===== src/fnsc_pkg.sv =====
// constants and types shared by the fractional-n synthesizer control
`default_nettype none
package fnsc_pkg;
	localparam int FW_W = 20;
	localparam int INT_MSB = 19;
	localparam int INT_LSB = 15;
	localparam int FRAC_W = 15;
	localparam int SD_W = 16;
	localparam int NUM_WORDS = 4;
	localparam int SUB_W = 6;
	localparam int ICP_W = 5;
	localparam int CNT_W = 12;
	localparam int NUM_EN = 5;
	localparam logic [7:0] DIV_BASE = 8'h40;
	localparam logic [SUB_W-1:0] SUB_RST = 6'h20;
	localparam logic [ICP_W-1:0] ICP_AUTO = 5'h02;
	localparam logic [1:0] MODE_RX = 2'h1;
	localparam logic [1:0] MODE_TX = 2'h2;
	localparam int EN_OSC = 0;
	localparam int EN_PFD = 1;
	localparam int EN_PRESC = 2;
	localparam int EN_REFCLK = 3;
	localparam int EN_RXDIV = 4;
	localparam int CLK_MHZ = 125;
	localparam int CAL_STEP_NS = 1000;
	localparam int LOCK_TIME_NS = 4000;
	localparam int CAL_STEP_CYC = (CAL_STEP_NS * CLK_MHZ + 999) / 1000;
	localparam int LOCK_CYC = (LOCK_TIME_NS * CLK_MHZ + 999) / 1000;
	typedef enum logic [2:0] {CAL_IDLE, CAL_SETTLE, CAL_STEP, CAL_LOCK} fnsc_cal_t;
endpackage
`default_nettype wire


===== src/fnsc_sdm_if.sv =====
// carrier between the synthesizer controller and its sigma-delta modulator
`timescale 1ns/100ps
`default_nettype none
interface fnsc_sdm_if;
	logic [fnsc_pkg::SD_W-1:0] frac_in;
	logic signed [2:0] sd_out;
	modport controller (output frac_in, input sd_out);
	modport modulator (input frac_in, output sd_out);
endinterface
`default_nettype wire


===== src/fnsc_sdm.sv =====
// second-order mash sigma-delta modulator for the fractional part
`timescale 1ns/100ps
`default_nettype none
module fnsc_sdm (
	input wire logic CLOCK,
	input wire logic RST,
	fnsc_sdm_if.modulator sd
);
	logic [fnsc_pkg::SD_W-1:0] acc1_r, acc1_nxt, acc2_r, acc2_nxt;
	logic c2d_r, c2d_nxt;
	logic signed [2:0] out_r, out_nxt;
	logic [fnsc_pkg::SD_W:0] sum1, sum2;

	// two cascaded accumulators; c1 + c2 - c2 delayed spans -1 to +2
	always_comb begin
		sum1 = {1'b0, acc1_r} + {1'b0, sd.frac_in};
		sum2 = {1'b0, acc2_r} + {1'b0, sum1[fnsc_pkg::SD_W-1:0]};
		acc1_nxt = sum1[fnsc_pkg::SD_W-1:0];
		acc2_nxt = sum2[fnsc_pkg::SD_W-1:0];
		c2d_nxt = sum2[fnsc_pkg::SD_W];
		out_nxt = $signed({2'b00, sum1[fnsc_pkg::SD_W]}) + $signed({2'b00, sum2[fnsc_pkg::SD_W]})
			- $signed({2'b00, c2d_r}); // RULE4
	end

	always_ff @(posedge CLOCK or posedge RST) begin
		if (RST) begin
			acc1_r <= 16'h0000; // RULE21
			acc2_r <= 16'h0000;
			c2d_r <= 1'b0;
			out_r <= 3'sh0;
		end else begin
			acc1_r <= acc1_nxt;
			acc2_r <= acc2_nxt;
			c2d_r <= c2d_nxt;
			out_r <= out_nxt;
		end
	end

	assign sd.sd_out = out_r;
endmodule
`default_nettype wire


===== src/fnsc_ctrl.sv =====
// fractional-n synthesizer control: words, modulator feed, enables, sub-band trim
`timescale 1ns/100ps
`default_nettype none
// Contract
// RULE1 - four frequency words of twenty bits each are held.
// RULE2 - latest transmit or receive command picks the active word.
// RULE3 - integer part goes straight to the divider adder.
// RULE4 - modulator turns the fraction into a -1 to +2 sequence.
// RULE5 - modulator input gets a constant one as its lowest bit.
// RULE6 - doubled-fraction mode doubles the fractional contribution.
// RULE7 - normal ratio is 64 plus 2(2F+1)/65536.
// RULE8 - doubled mode: bits 19:15 integer, 14:0 plus one fraction, times two.
// RULE9 - output division is one half or one quarter by the select bit.
// RULE10 - sub-band calibration runs when a new frequency setting is used.
// RULE11 - bypass suppresses auto trim, except calibration at start-up.
// RULE12 - six-bit manual sub-band; 0 highest, 3Fh lowest frequency.
// RULE13 - software sets low-band select below 400 MHz, clears it otherwise.
// RULE14 - charge pump current automatic unless the 5-bit override is used.
// RULE15 - software should program charge pump override to 2.
// RULE16 - with regulators on, oscillator, detector, prescaler, clock buffer follow mode.
// RULE17 - receive divider enable turns on the receive dividers.
// RULE18 - enables follow device mode; test override bits may force them.
// RULE19 - loop operational only with both regulators on.
// RULE20 - lock detect on during calibration, output held low until done; code passes raw lock to the output during lock qualification, before done.
// RULE21 - divider word recomputed every cycle; modulator cleared on reset.
module fnsc_ctrl #(
	parameter int CAL_STEP_CYC = fnsc_pkg::CAL_STEP_CYC,
	parameter int LOCK_CYC = fnsc_pkg::LOCK_CYC
) (
	input wire logic CLOCK,
	input wire logic RST,
	input wire logic FW_WE,
	input wire logic [1:0] FW_ADDR,
	input wire logic [fnsc_pkg::FW_W-1:0] FW_DATA,
	input wire logic CMD_VALID,
	input wire logic [1:0] CMD_FREQ_SEL,
	input wire logic [1:0] DEV_MODE,
	input wire logic LOOP_REG_ON,
	input wire logic OSC_REG_ON,
	input wire logic DOUBLED_FRACTION_MODE,
	input wire logic OUTPUT_DIVIDE_SELECT,
	input wire logic LOW_BAND_OSC_SELECT,
	input wire logic BYPASS_AUTO_TRIM,
	input wire logic SUBBAND_LOAD,
	input wire logic [fnsc_pkg::SUB_W-1:0] SUBBAND_IN,
	input wire logic ICP_OVR_EN,
	input wire logic [fnsc_pkg::ICP_W-1:0] ICP_OVR,
	input wire logic [fnsc_pkg::NUM_EN-1:0] TEST_OVR_EN,
	input wire logic [fnsc_pkg::NUM_EN-1:0] TEST_OVR_VAL,
	input wire logic CAL_FREQ_HIGH,
	input wire logic LOCK_RAW,
	output logic [7:0] DIVIDER_CONTROL_WORD,
	output logic OUT_DIV_QUARTER,
	output logic LOW_BAND_OUT,
	output logic OSCILLATOR_POWER_ON,
	output logic PHASE_DETECTOR_ON,
	output logic LOOP_PRESCALER_ON,
	output logic REFCLK_BUF_ON,
	output logic RX_DIV_ON,
	output logic [fnsc_pkg::SUB_W-1:0] OSCILLATOR_SUBBAND,
	output logic [fnsc_pkg::ICP_W-1:0] ICP_CODE,
	output logic LOCK_DET_EN,
	output logic LOCK_OUT,
	output logic LO_READY,
	output logic CAL_BUSY
);
	fnsc_sdm_if sdi ();

	fnsc_sdm u_sdm (
		.CLOCK(CLOCK),
		.RST(RST),
		.sd(sdi.modulator)
	);

	function automatic logic mode_active(input logic [1:0] m);
		mode_active = (m == fnsc_pkg::MODE_RX) || (m == fnsc_pkg::MODE_TX);
	endfunction

	// frequency words and selection
	logic [fnsc_pkg::FW_W-1:0] fw_r [fnsc_pkg::NUM_WORDS];
	logic [fnsc_pkg::FW_W-1:0] fw_nxt [fnsc_pkg::NUM_WORDS];
	logic [1:0] sel_r, sel_nxt;
	logic [fnsc_pkg::FW_W-1:0] act_word;
	logic [4:0] int_part;

	always_comb begin
		for (int i = 0; i < fnsc_pkg::NUM_WORDS; i++) begin
			fw_nxt[i] = (FW_WE && FW_ADDR == 2'(i)) ? FW_DATA : fw_r[i]; // RULE1
		end
		sel_nxt = CMD_VALID ? CMD_FREQ_SEL : sel_r; // RULE2
		act_word = fw_r[sel_r];
		int_part = act_word[fnsc_pkg::INT_MSB:fnsc_pkg::INT_LSB]; // RULE8
	end

	always_ff @(posedge CLOCK or posedge RST) begin
		if (RST) begin
			for (int i = 0; i < fnsc_pkg::NUM_WORDS; i++) begin
				fw_r[i] <= 20'h00000;
			end
			sel_r <= 2'h0;
		end else begin
			fw_r <= fw_nxt;
			sel_r <= sel_nxt;
		end
	end

	// fraction bits 14:0 with the forced one appended keep sequences at maximal length
	assign sdi.frac_in = {act_word[fnsc_pkg::FRAC_W-1:0], 1'b1}; // RULE5

	// divider word: 64 + 2*int + 2*sd, or 4*sd when the fraction is doubled
	logic [7:0] word_r, word_nxt;
	logic signed [4:0] sd_scaled;
	logic [8:0] word_sum;

	always_comb begin
		if (DOUBLED_FRACTION_MODE) begin
			sd_scaled = {sdi.sd_out, 2'b00}; // RULE6
		end else begin
			sd_scaled = {sdi.sd_out[2], sdi.sd_out, 1'b0}; // RULE7
		end
		word_sum = {1'b0, fnsc_pkg::DIV_BASE} + {3'b000, int_part, 1'b0}
			+ {{4{sd_scaled[4]}}, sd_scaled}; // RULE3
		word_nxt = word_sum[7:0]; // RULE21
	end

	// block enables and passthrough settings
	logic pll_up, run;
	logic [fnsc_pkg::NUM_EN-1:0] auto_en, en_r, en_nxt;
	logic run_d_r, run_d_nxt;
	logic quarter_r, quarter_nxt, lowband_r, lowband_nxt;
	logic [fnsc_pkg::ICP_W-1:0] icp_r, icp_nxt;

	always_comb begin
		pll_up = LOOP_REG_ON && OSC_REG_ON; // RULE19
		run = pll_up && mode_active(DEV_MODE);
		run_d_nxt = run;
		auto_en[fnsc_pkg::EN_OSC] = run; // RULE16
		// detector, prescaler and buffer come one cycle after the oscillator
		auto_en[fnsc_pkg::EN_PFD] = run && run_d_r;
		auto_en[fnsc_pkg::EN_PRESC] = run && run_d_r;
		auto_en[fnsc_pkg::EN_REFCLK] = run && run_d_r;
		auto_en[fnsc_pkg::EN_RXDIV] = run && (DEV_MODE == fnsc_pkg::MODE_RX); // RULE17
		quarter_nxt = OUTPUT_DIVIDE_SELECT; // RULE9
		lowband_nxt = LOW_BAND_OSC_SELECT;
		icp_nxt = ICP_OVR_EN ? ICP_OVR : fnsc_pkg::ICP_AUTO; // RULE14
	end

	genvar g;
	generate
		for (g = 0; g < fnsc_pkg::NUM_EN; g++) begin : g_en
			assign en_nxt[g] = TEST_OVR_EN[g] ? TEST_OVR_VAL[g] : auto_en[g]; // RULE18
		end
	endgenerate

	always_ff @(posedge CLOCK or posedge RST) begin
		if (RST) begin
			word_r <= 8'h40;
			en_r <= 5'h00;
			run_d_r <= 1'b0;
			quarter_r <= 1'b0;
			lowband_r <= 1'b0;
			icp_r <= 5'h02;
		end else begin
			word_r <= word_nxt;
			en_r <= en_nxt;
			run_d_r <= run_d_nxt;
			quarter_r <= quarter_nxt;
			lowband_r <= lowband_nxt;
			icp_r <= icp_nxt;
		end
	end

	// sub-band calibration: successive approximation, then lock qualification
	fnsc_pkg::fnsc_cal_t st_r, st_nxt;
	logic [fnsc_pkg::SUB_W-1:0] sub_r, sub_nxt;
	logic [2:0] bit_r, bit_nxt;
	logic [fnsc_pkg::CNT_W-1:0] cnt_r, cnt_nxt;
	logic started_r, started_nxt;
	logic [1:0] cal_sel_r, cal_sel_nxt;
	logic lock_out_r, lock_out_nxt, ready_r, ready_nxt;
	logic busy_r, busy_nxt;
	logic new_setting, want_cal;

	always_comb begin
		st_nxt = st_r;
		sub_nxt = sub_r;
		bit_nxt = bit_r;
		cnt_nxt = cnt_r;
		started_nxt = started_r;
		cal_sel_nxt = cal_sel_r;
		ready_nxt = ready_r;
		lock_out_nxt = 1'b0;
		new_setting = sel_r != cal_sel_r;
		// a bypassed trim never blocks the first run after the regulators come up
		want_cal = run && (!started_r || (new_setting && !BYPASS_AUTO_TRIM)); // RULE10 RULE11
		case (st_r)
			fnsc_pkg::CAL_IDLE: begin
				if (SUBBAND_LOAD) begin
					sub_nxt = SUBBAND_IN; // RULE12
				end
				if (want_cal) begin
					st_nxt = fnsc_pkg::CAL_SETTLE;
					started_nxt = 1'b1;
					cal_sel_nxt = sel_r;
					ready_nxt = 1'b0;
					sub_nxt = 6'h00;
					bit_nxt = 3'(fnsc_pkg::SUB_W - 1);
				end
			end
			fnsc_pkg::CAL_SETTLE: begin
				st_nxt = fnsc_pkg::CAL_STEP;
				sub_nxt = sub_r | (6'h01 << bit_r);
				cnt_nxt = 12'h000;
			end
			fnsc_pkg::CAL_STEP: begin
				if (cnt_r == fnsc_pkg::CNT_W'(CAL_STEP_CYC - 1)) begin
					// too fast keeps the trial bit: larger codes lower the frequency
					if (!CAL_FREQ_HIGH) begin
						sub_nxt = sub_r & ~(6'h01 << bit_r); // RULE12
					end
					cnt_nxt = 12'h000;
					if (bit_r == 3'h0) begin
						st_nxt = fnsc_pkg::CAL_LOCK;
					end else begin
						st_nxt = fnsc_pkg::CAL_SETTLE;
						bit_nxt = bit_r - 3'h1;
					end
				end else begin
					cnt_nxt = cnt_r + 12'h001;
				end
			end
			fnsc_pkg::CAL_LOCK: begin
				lock_out_nxt = LOCK_RAW; // RULE20
				if (!LOCK_RAW) begin
					cnt_nxt = 12'h000;
				end else if (cnt_r == fnsc_pkg::CNT_W'(LOCK_CYC - 1)) begin
					st_nxt = fnsc_pkg::CAL_IDLE;
					ready_nxt = 1'b1;
				end else begin
					cnt_nxt = cnt_r + 12'h001;
				end
			end
			default: begin
				st_nxt = fnsc_pkg::CAL_IDLE;
			end
		endcase
		if (!pll_up) begin
			st_nxt = fnsc_pkg::CAL_IDLE;
			started_nxt = 1'b0;
			ready_nxt = 1'b0;
		end
		// registered copy of the non-idle decode so the status pins come from a flop
		busy_nxt = st_nxt != fnsc_pkg::CAL_IDLE;
	end

	always_ff @(posedge CLOCK or posedge RST) begin
		if (RST) begin
			st_r <= fnsc_pkg::CAL_IDLE;
			sub_r <= 6'h20;
			bit_r <= 3'h0;
			cnt_r <= 12'h000;
			started_r <= 1'b0;
			cal_sel_r <= 2'h0;
			lock_out_r <= 1'b0;
			ready_r <= 1'b0;
			busy_r <= 1'b0;
		end else begin
			st_r <= st_nxt;
			sub_r <= sub_nxt;
			bit_r <= bit_nxt;
			cnt_r <= cnt_nxt;
			started_r <= started_nxt;
			cal_sel_r <= cal_sel_nxt;
			lock_out_r <= lock_out_nxt;
			ready_r <= ready_nxt;
			busy_r <= busy_nxt;
		end
	end

	assign DIVIDER_CONTROL_WORD = word_r;
	assign OUT_DIV_QUARTER = quarter_r;
	assign LOW_BAND_OUT = lowband_r;
	assign OSCILLATOR_POWER_ON = en_r[fnsc_pkg::EN_OSC];
	assign PHASE_DETECTOR_ON = en_r[fnsc_pkg::EN_PFD];
	assign LOOP_PRESCALER_ON = en_r[fnsc_pkg::EN_PRESC];
	assign REFCLK_BUF_ON = en_r[fnsc_pkg::EN_REFCLK];
	assign RX_DIV_ON = en_r[fnsc_pkg::EN_RXDIV];
	assign OSCILLATOR_SUBBAND = sub_r;
	assign ICP_CODE = icp_r;
	assign LOCK_DET_EN = busy_r; // RULE20
	assign LOCK_OUT = lock_out_r;
	assign LO_READY = ready_r;
	assign CAL_BUSY = busy_r;
endmodule
`default_nettype wire


===== config.mk =====
export PLATFORM = sky130hd
export DESIGN_NAME = fnsc_ctrl
export DESIGN_NICKNAME = d
export VERILOG_FILES = /design/src/fnsc_pkg.sv /design/src/fnsc_sdm_if.sv /design/src/fnsc_sdm.sv /design/src/fnsc_ctrl.sv
export SDC_FILE = /design/constraint.sdc
export NUM_CORES = 1
export LEC_CHECK = 0
export BUFFER_PORTS_ARGS = -buffer_cell sky130_fd_sc_hd__buf_2
export CAP_MARGIN = 20
export CORE_MARGIN = 10
export CORE_UTILIZATION = 60
export DETAILED_ROUTE_END_ITERATION = 16
export PLACE_DENSITY = 0.82
export SYNTH_ARGS = -nofsm -noshare
export SYNTH_HDL_FRONTEND = slang
export SYNTH_SLANG_ARGS = --single-unit
export TNS_END_PERCENT = 100

===== constraint.sdc =====
create_clock -name CLOCK -period 9.28 [get_ports CLOCK]
set_input_delay 1.856 -clock CLOCK [delete_from_list [all_inputs] [get_ports CLOCK]]
set_output_delay 1.856 -clock CLOCK [all_outputs]
set_load 0.05 [all_outputs]

==> impl_metrics.py <==
metrics = {
    "status": {
        "outcome": "finished clean",
    },
    "logic_synthesis": {
        "ys_seq_area_frac": 0.488,
        "synthArstFlopShare": 1.00,
        "yosys.area_share.adder": 0.0766,
        "synth-simple-area-share": 0.0902,
        "yosysWarnings": 0,
        "synthXorXnorAreaFrac": 0.0315,
        "synth_top_flop_cell": "dfrtp_1",
        "synth_area_um2": 8630,
        "ys_ff_latch": 168,
        "synthMuxAreaShare": 0.172,
        "synth-compound-area-share": 0.113,
        "synth.avg_cell_area_um2": 12.1,
        "yosysUniqueCellTypes": 64,
        "synth-edff-count": 0,
        "synth_top_family_by_area": "multiplexers",
        "synth_cells": 715,
    },
    "sta": {
        "max_clock_freq_ghz": 0.188,
        "worst_pin_slew_ns": 0.767,
        "fin_crit_ns": 5.32,
        "grt_setup_unrepaired": "no",
        "slew_headroom": 0.489,
        "tns_ns": 0,
        "finalHoldViolCount": 0,
        "clock-skew-final_ns": 0.00781,
        "setup_slack_ns": 3.96,
        "setup_viol": 0,
        "fin_crit_sh": 0.573,
        "maxSlewViolCount": 0,
    },
    "finish": {
        "areaGrowthSynthToFinish_pct": 15.3,
        "final_cell_area_um2": 9950,
        "num-fill-cells": 943,
        "nets": 921,
        "utilization": 0.711,
        "final_common_cell": "dfrtp_1",
        "final_cell_mix": "dfrtp_1 (165), buf_2 (89), mux2_2 (84)",
        "layout-drive-gt1-share": 0.294,
    },
    "clock_tree": {
        "cts_resized": 0,
        "path_clk_slew_ns": 0.06,
        "clkLatencyLatePin_ns": 0.44,
        "cts_buffer_depth": 2,
        "cts_made_buffers": 17,
        "post_cts_buffers": 0,
        "cts.htree.levels": 4,
        "root_buffer": "clkbuf_16",
        "cts_tree": "built",
        "cts.sinks": 168,
        "cts_hold_buf": 0,
    },
    "setup_path": {
        "slowest_delay_ns": 0.65,
        "start_kind": "register",
        "cp-end-kind": "register",
        "critPathKind": "reg2reg",
        "cp.required_ns": 9.65,
        "critPathTopFamily": "compound AO/OA/AOI/OAI gates",
        "critPathBufInv": 3,
        "slowest_stage": "dfrtp_1",
        "crit_chain": "buf_4, mux4_2, ha_1, a21oi_1, o211ai_1, a31o_2, a21oi_1, xnor2_1, ha_1, nand3_1, nor2_1, a31oi_1, and2_1, o41ai_1, ha_1, inv_1, ha_1, ha_1, inv_1",
        "critPathMaxFanout": 14,
        "crit_top_cell": "ha_1",
        "cp.arrival_ns": 5.69,
    },
    "route": {
        "num_vias": 6076,
        "avgViaCountPerCell": 6.05,
        "first_pass_iters": 5,
        "drt_wl_total_um": 19500,
        "drtAntennaViolNets": 0,
        "drtIter0Drc": 469,
        "wl_per_cell_um": 19.4,
        "drcViolationCount": 0,
    },
    "global_route": {
        "grt_usage": 0.202,
        "grt_pass1_wl_um": 32400,
        "gr-total-overflow": 0,
        "grt_max_degree": 87,
        "antenna_found_initial": 2,
        "grt_pass1_vias": 6574,
    },
    "floorplanning": {
        "core_area_um2": 14000,
        "die_h_um": 140,
        "ioPinCount": 91,
        "die-area_um2": 19600,
        "die_w_um": 140,
        "row_count": 43,
        "start_util": 0.617,
    },
    "job": {
        "drv_cap": 0,
    },
    "place": {
        "dpl.hpwl_um": 13800,
        "place_ws_ns": 3.99,
        "placed_area_um2": 9300,
        "gp_congestion": 0.902,
        "port_buffers": 89,
    },
    "power": {
        "power.total_mw": 3.78,
        "power.density_nw_per_um2": 380,
        "leakage_nw": 4.56,
        "peakVddDrop_uv": 283,
    },
    "min_path": {
        "hold_class": "reg2reg",
    },
}
power by group:
group / internal, mW / leakage, nW / total [mW] / switching (mW)
Combinational: 0.862 / 2.26 / 2.01 / 1.15
Clock: 0.451 / 0.294 / 0.732 / 0.281
Sequential: 0.951 / 2.00 / 1.04 / 0.0889
per-stage QoR:
step | cells | hold WS [ns]
2_1_floorplan | 716 | 0.456
3_3_place_gp | 966 | 0.463
3_5_place_dp | 969 | 0.471
4_1_cts | 1001 | 0.485
5_1_grt | 1003 | 0.506
6_report | 1004 | 0.481
final timing paths:
| path | depth (start not counted) | to | start | slack [ns] |
|---|---|---|---|---|
| worst max-delay path | 19 | u_sdm.sd.sd_out[1]$_DFF_PP0_ | sel_r[1]$_DFFE_PP0P_ | 3.96 |
| worst min-delay path | 1 | u_sdm.acc2_r[0]$_DFF_PP0_ | u_sdm.acc2_r[0]$_DFF_PP0_ | 0.48 |
| worst max register to register | 19 | u_sdm.sd.sd_out[1]$_DFF_PP0_ | sel_r[1]$_DFFE_PP0P_ | 3.96 |
| worst min register to register | 1 | u_sdm.acc2_r[0]$_DFF_PP0_ | u_sdm.acc2_r[0]$_DFF_PP0_ | 0.48 |
| max in group asynchronous | 4 | OSCILLATOR_SUBBAND[5]$_DFFE_PP1P_ | RST | 6.52 |
| min in group asynchronous | 2 | cnt_r[9]$_DFFE_PP0P_ | RST | 1.56 |
sequential cells by signal (all words and copies together), names as in the netlist:
register and count:
cnt_r 12, LO_READY 1, DIVIDER_CONTROL_WORD 7, fw_r 80, OSCILLATOR_SUBBAND 6, OUT_DIV_QUARTER 1, sel_r 2, started_r 1
u_sdm.acc1_r 16, LOW_BAND_OUT 1, cal_sel_r 2, bit_r 3, ICP_CODE 5, st_r 3, u_sdm.c2d_r 1, u_sdm.acc2_r 16
run_d_r 1, CAL_BUSY 1, u_sdm.sd.sd_out 3, en_r 5, LOCK_OUT 1
layout make-up:
| cell class | instances | area [um^2] | area share |
|---|---|---|---|
| timing repair buffer | 97 | 573 | 0.0576 |
| tap | 180 | 225 | 0.0226 |
| clock buffer | 25 | 495 | 0.0498 |
| sequential | 168 | 4210 | 0.423 |
| clock inverter | 7 | 115 | 0.0116 |
| inverter | 35 | 136 | 0.0137 |
| multi-input combinational | 490 | 4190 | 0.421 |
| antenna | 2 | 5.00 | 0.000503 |
Yosys cell counts, types with 7 or more instances:
| cell | n | area, um^2 |
|---|---|---|
| nand3_1 | 18 | 90.1 |
| mux2_2 | 84 | 946 |
| and2_1 | 8 | 50.1 |
| ha_1 | 48 | 601 |
| nor3_1 | 10 | 50.1 |
| inv_1 | 35 | 131 |
| a21oi_1 | 42 | 210 |
| clkbuf_1 | 14 | 52.6 |
| o211ai_1 | 10 | 75.1 |
| o21ai_0 | 30 | 150 |
| xor2_1 | 11 | 96.3 |
| nor2b_1 | 7 | 43.8 |
| dfrtp_1 | 165 | 4130 |
| xnor2_1 | 20 | 175 |
| a211oi_1 | 13 | 97.6 |
| nor2_1 | 23 | 86.3 |
| mux2i_1 | 9 | 90.1 |
| nand2_1 | 35 | 131 |
| nand2b_1 | 13 | 81.3 |
| mux4_2 | 20 | 450 |
| a21o_1 | 15 | 113 |
worst register-to-register path, cell delays in order, from the launching register on:
cell and delay (ns):
dfrtp_1 0.65, buf_4 0.38, mux4_2 0.55, ha_1 0.36, a21oi_1 0.29, o211ai_1 0.26
a31o_2 0.30, a21oi_1 0.19, xnor2_1 0.12, ha_1 0.37, nand3_1 0.12, nor2_1 0.19
a31oi_1 0.13, and2_1 0.16, o41ai_1 0.42, ha_1 0.31, inv_1 0.06, ha_1 0.14
ha_1 0.22, inv_1 0.05
metal layers:
layer,part of all wire,global-route usage,vias up
li1,-,-,2811
met1,0.41,0.230,3059
met2,0.52,0.348,162
met3,0.048,0.0575,44
met4,0.027,0.0842,0
met5,0,0,-
cell families after synthesis:
family,after synthesis
compound gates,149
buf+inv,58
xor+xnor,31
flops,168
mux,113
fa+ha+maj,51
other cells,1
simple gates,144
Power figures use the tool's default switching activity.
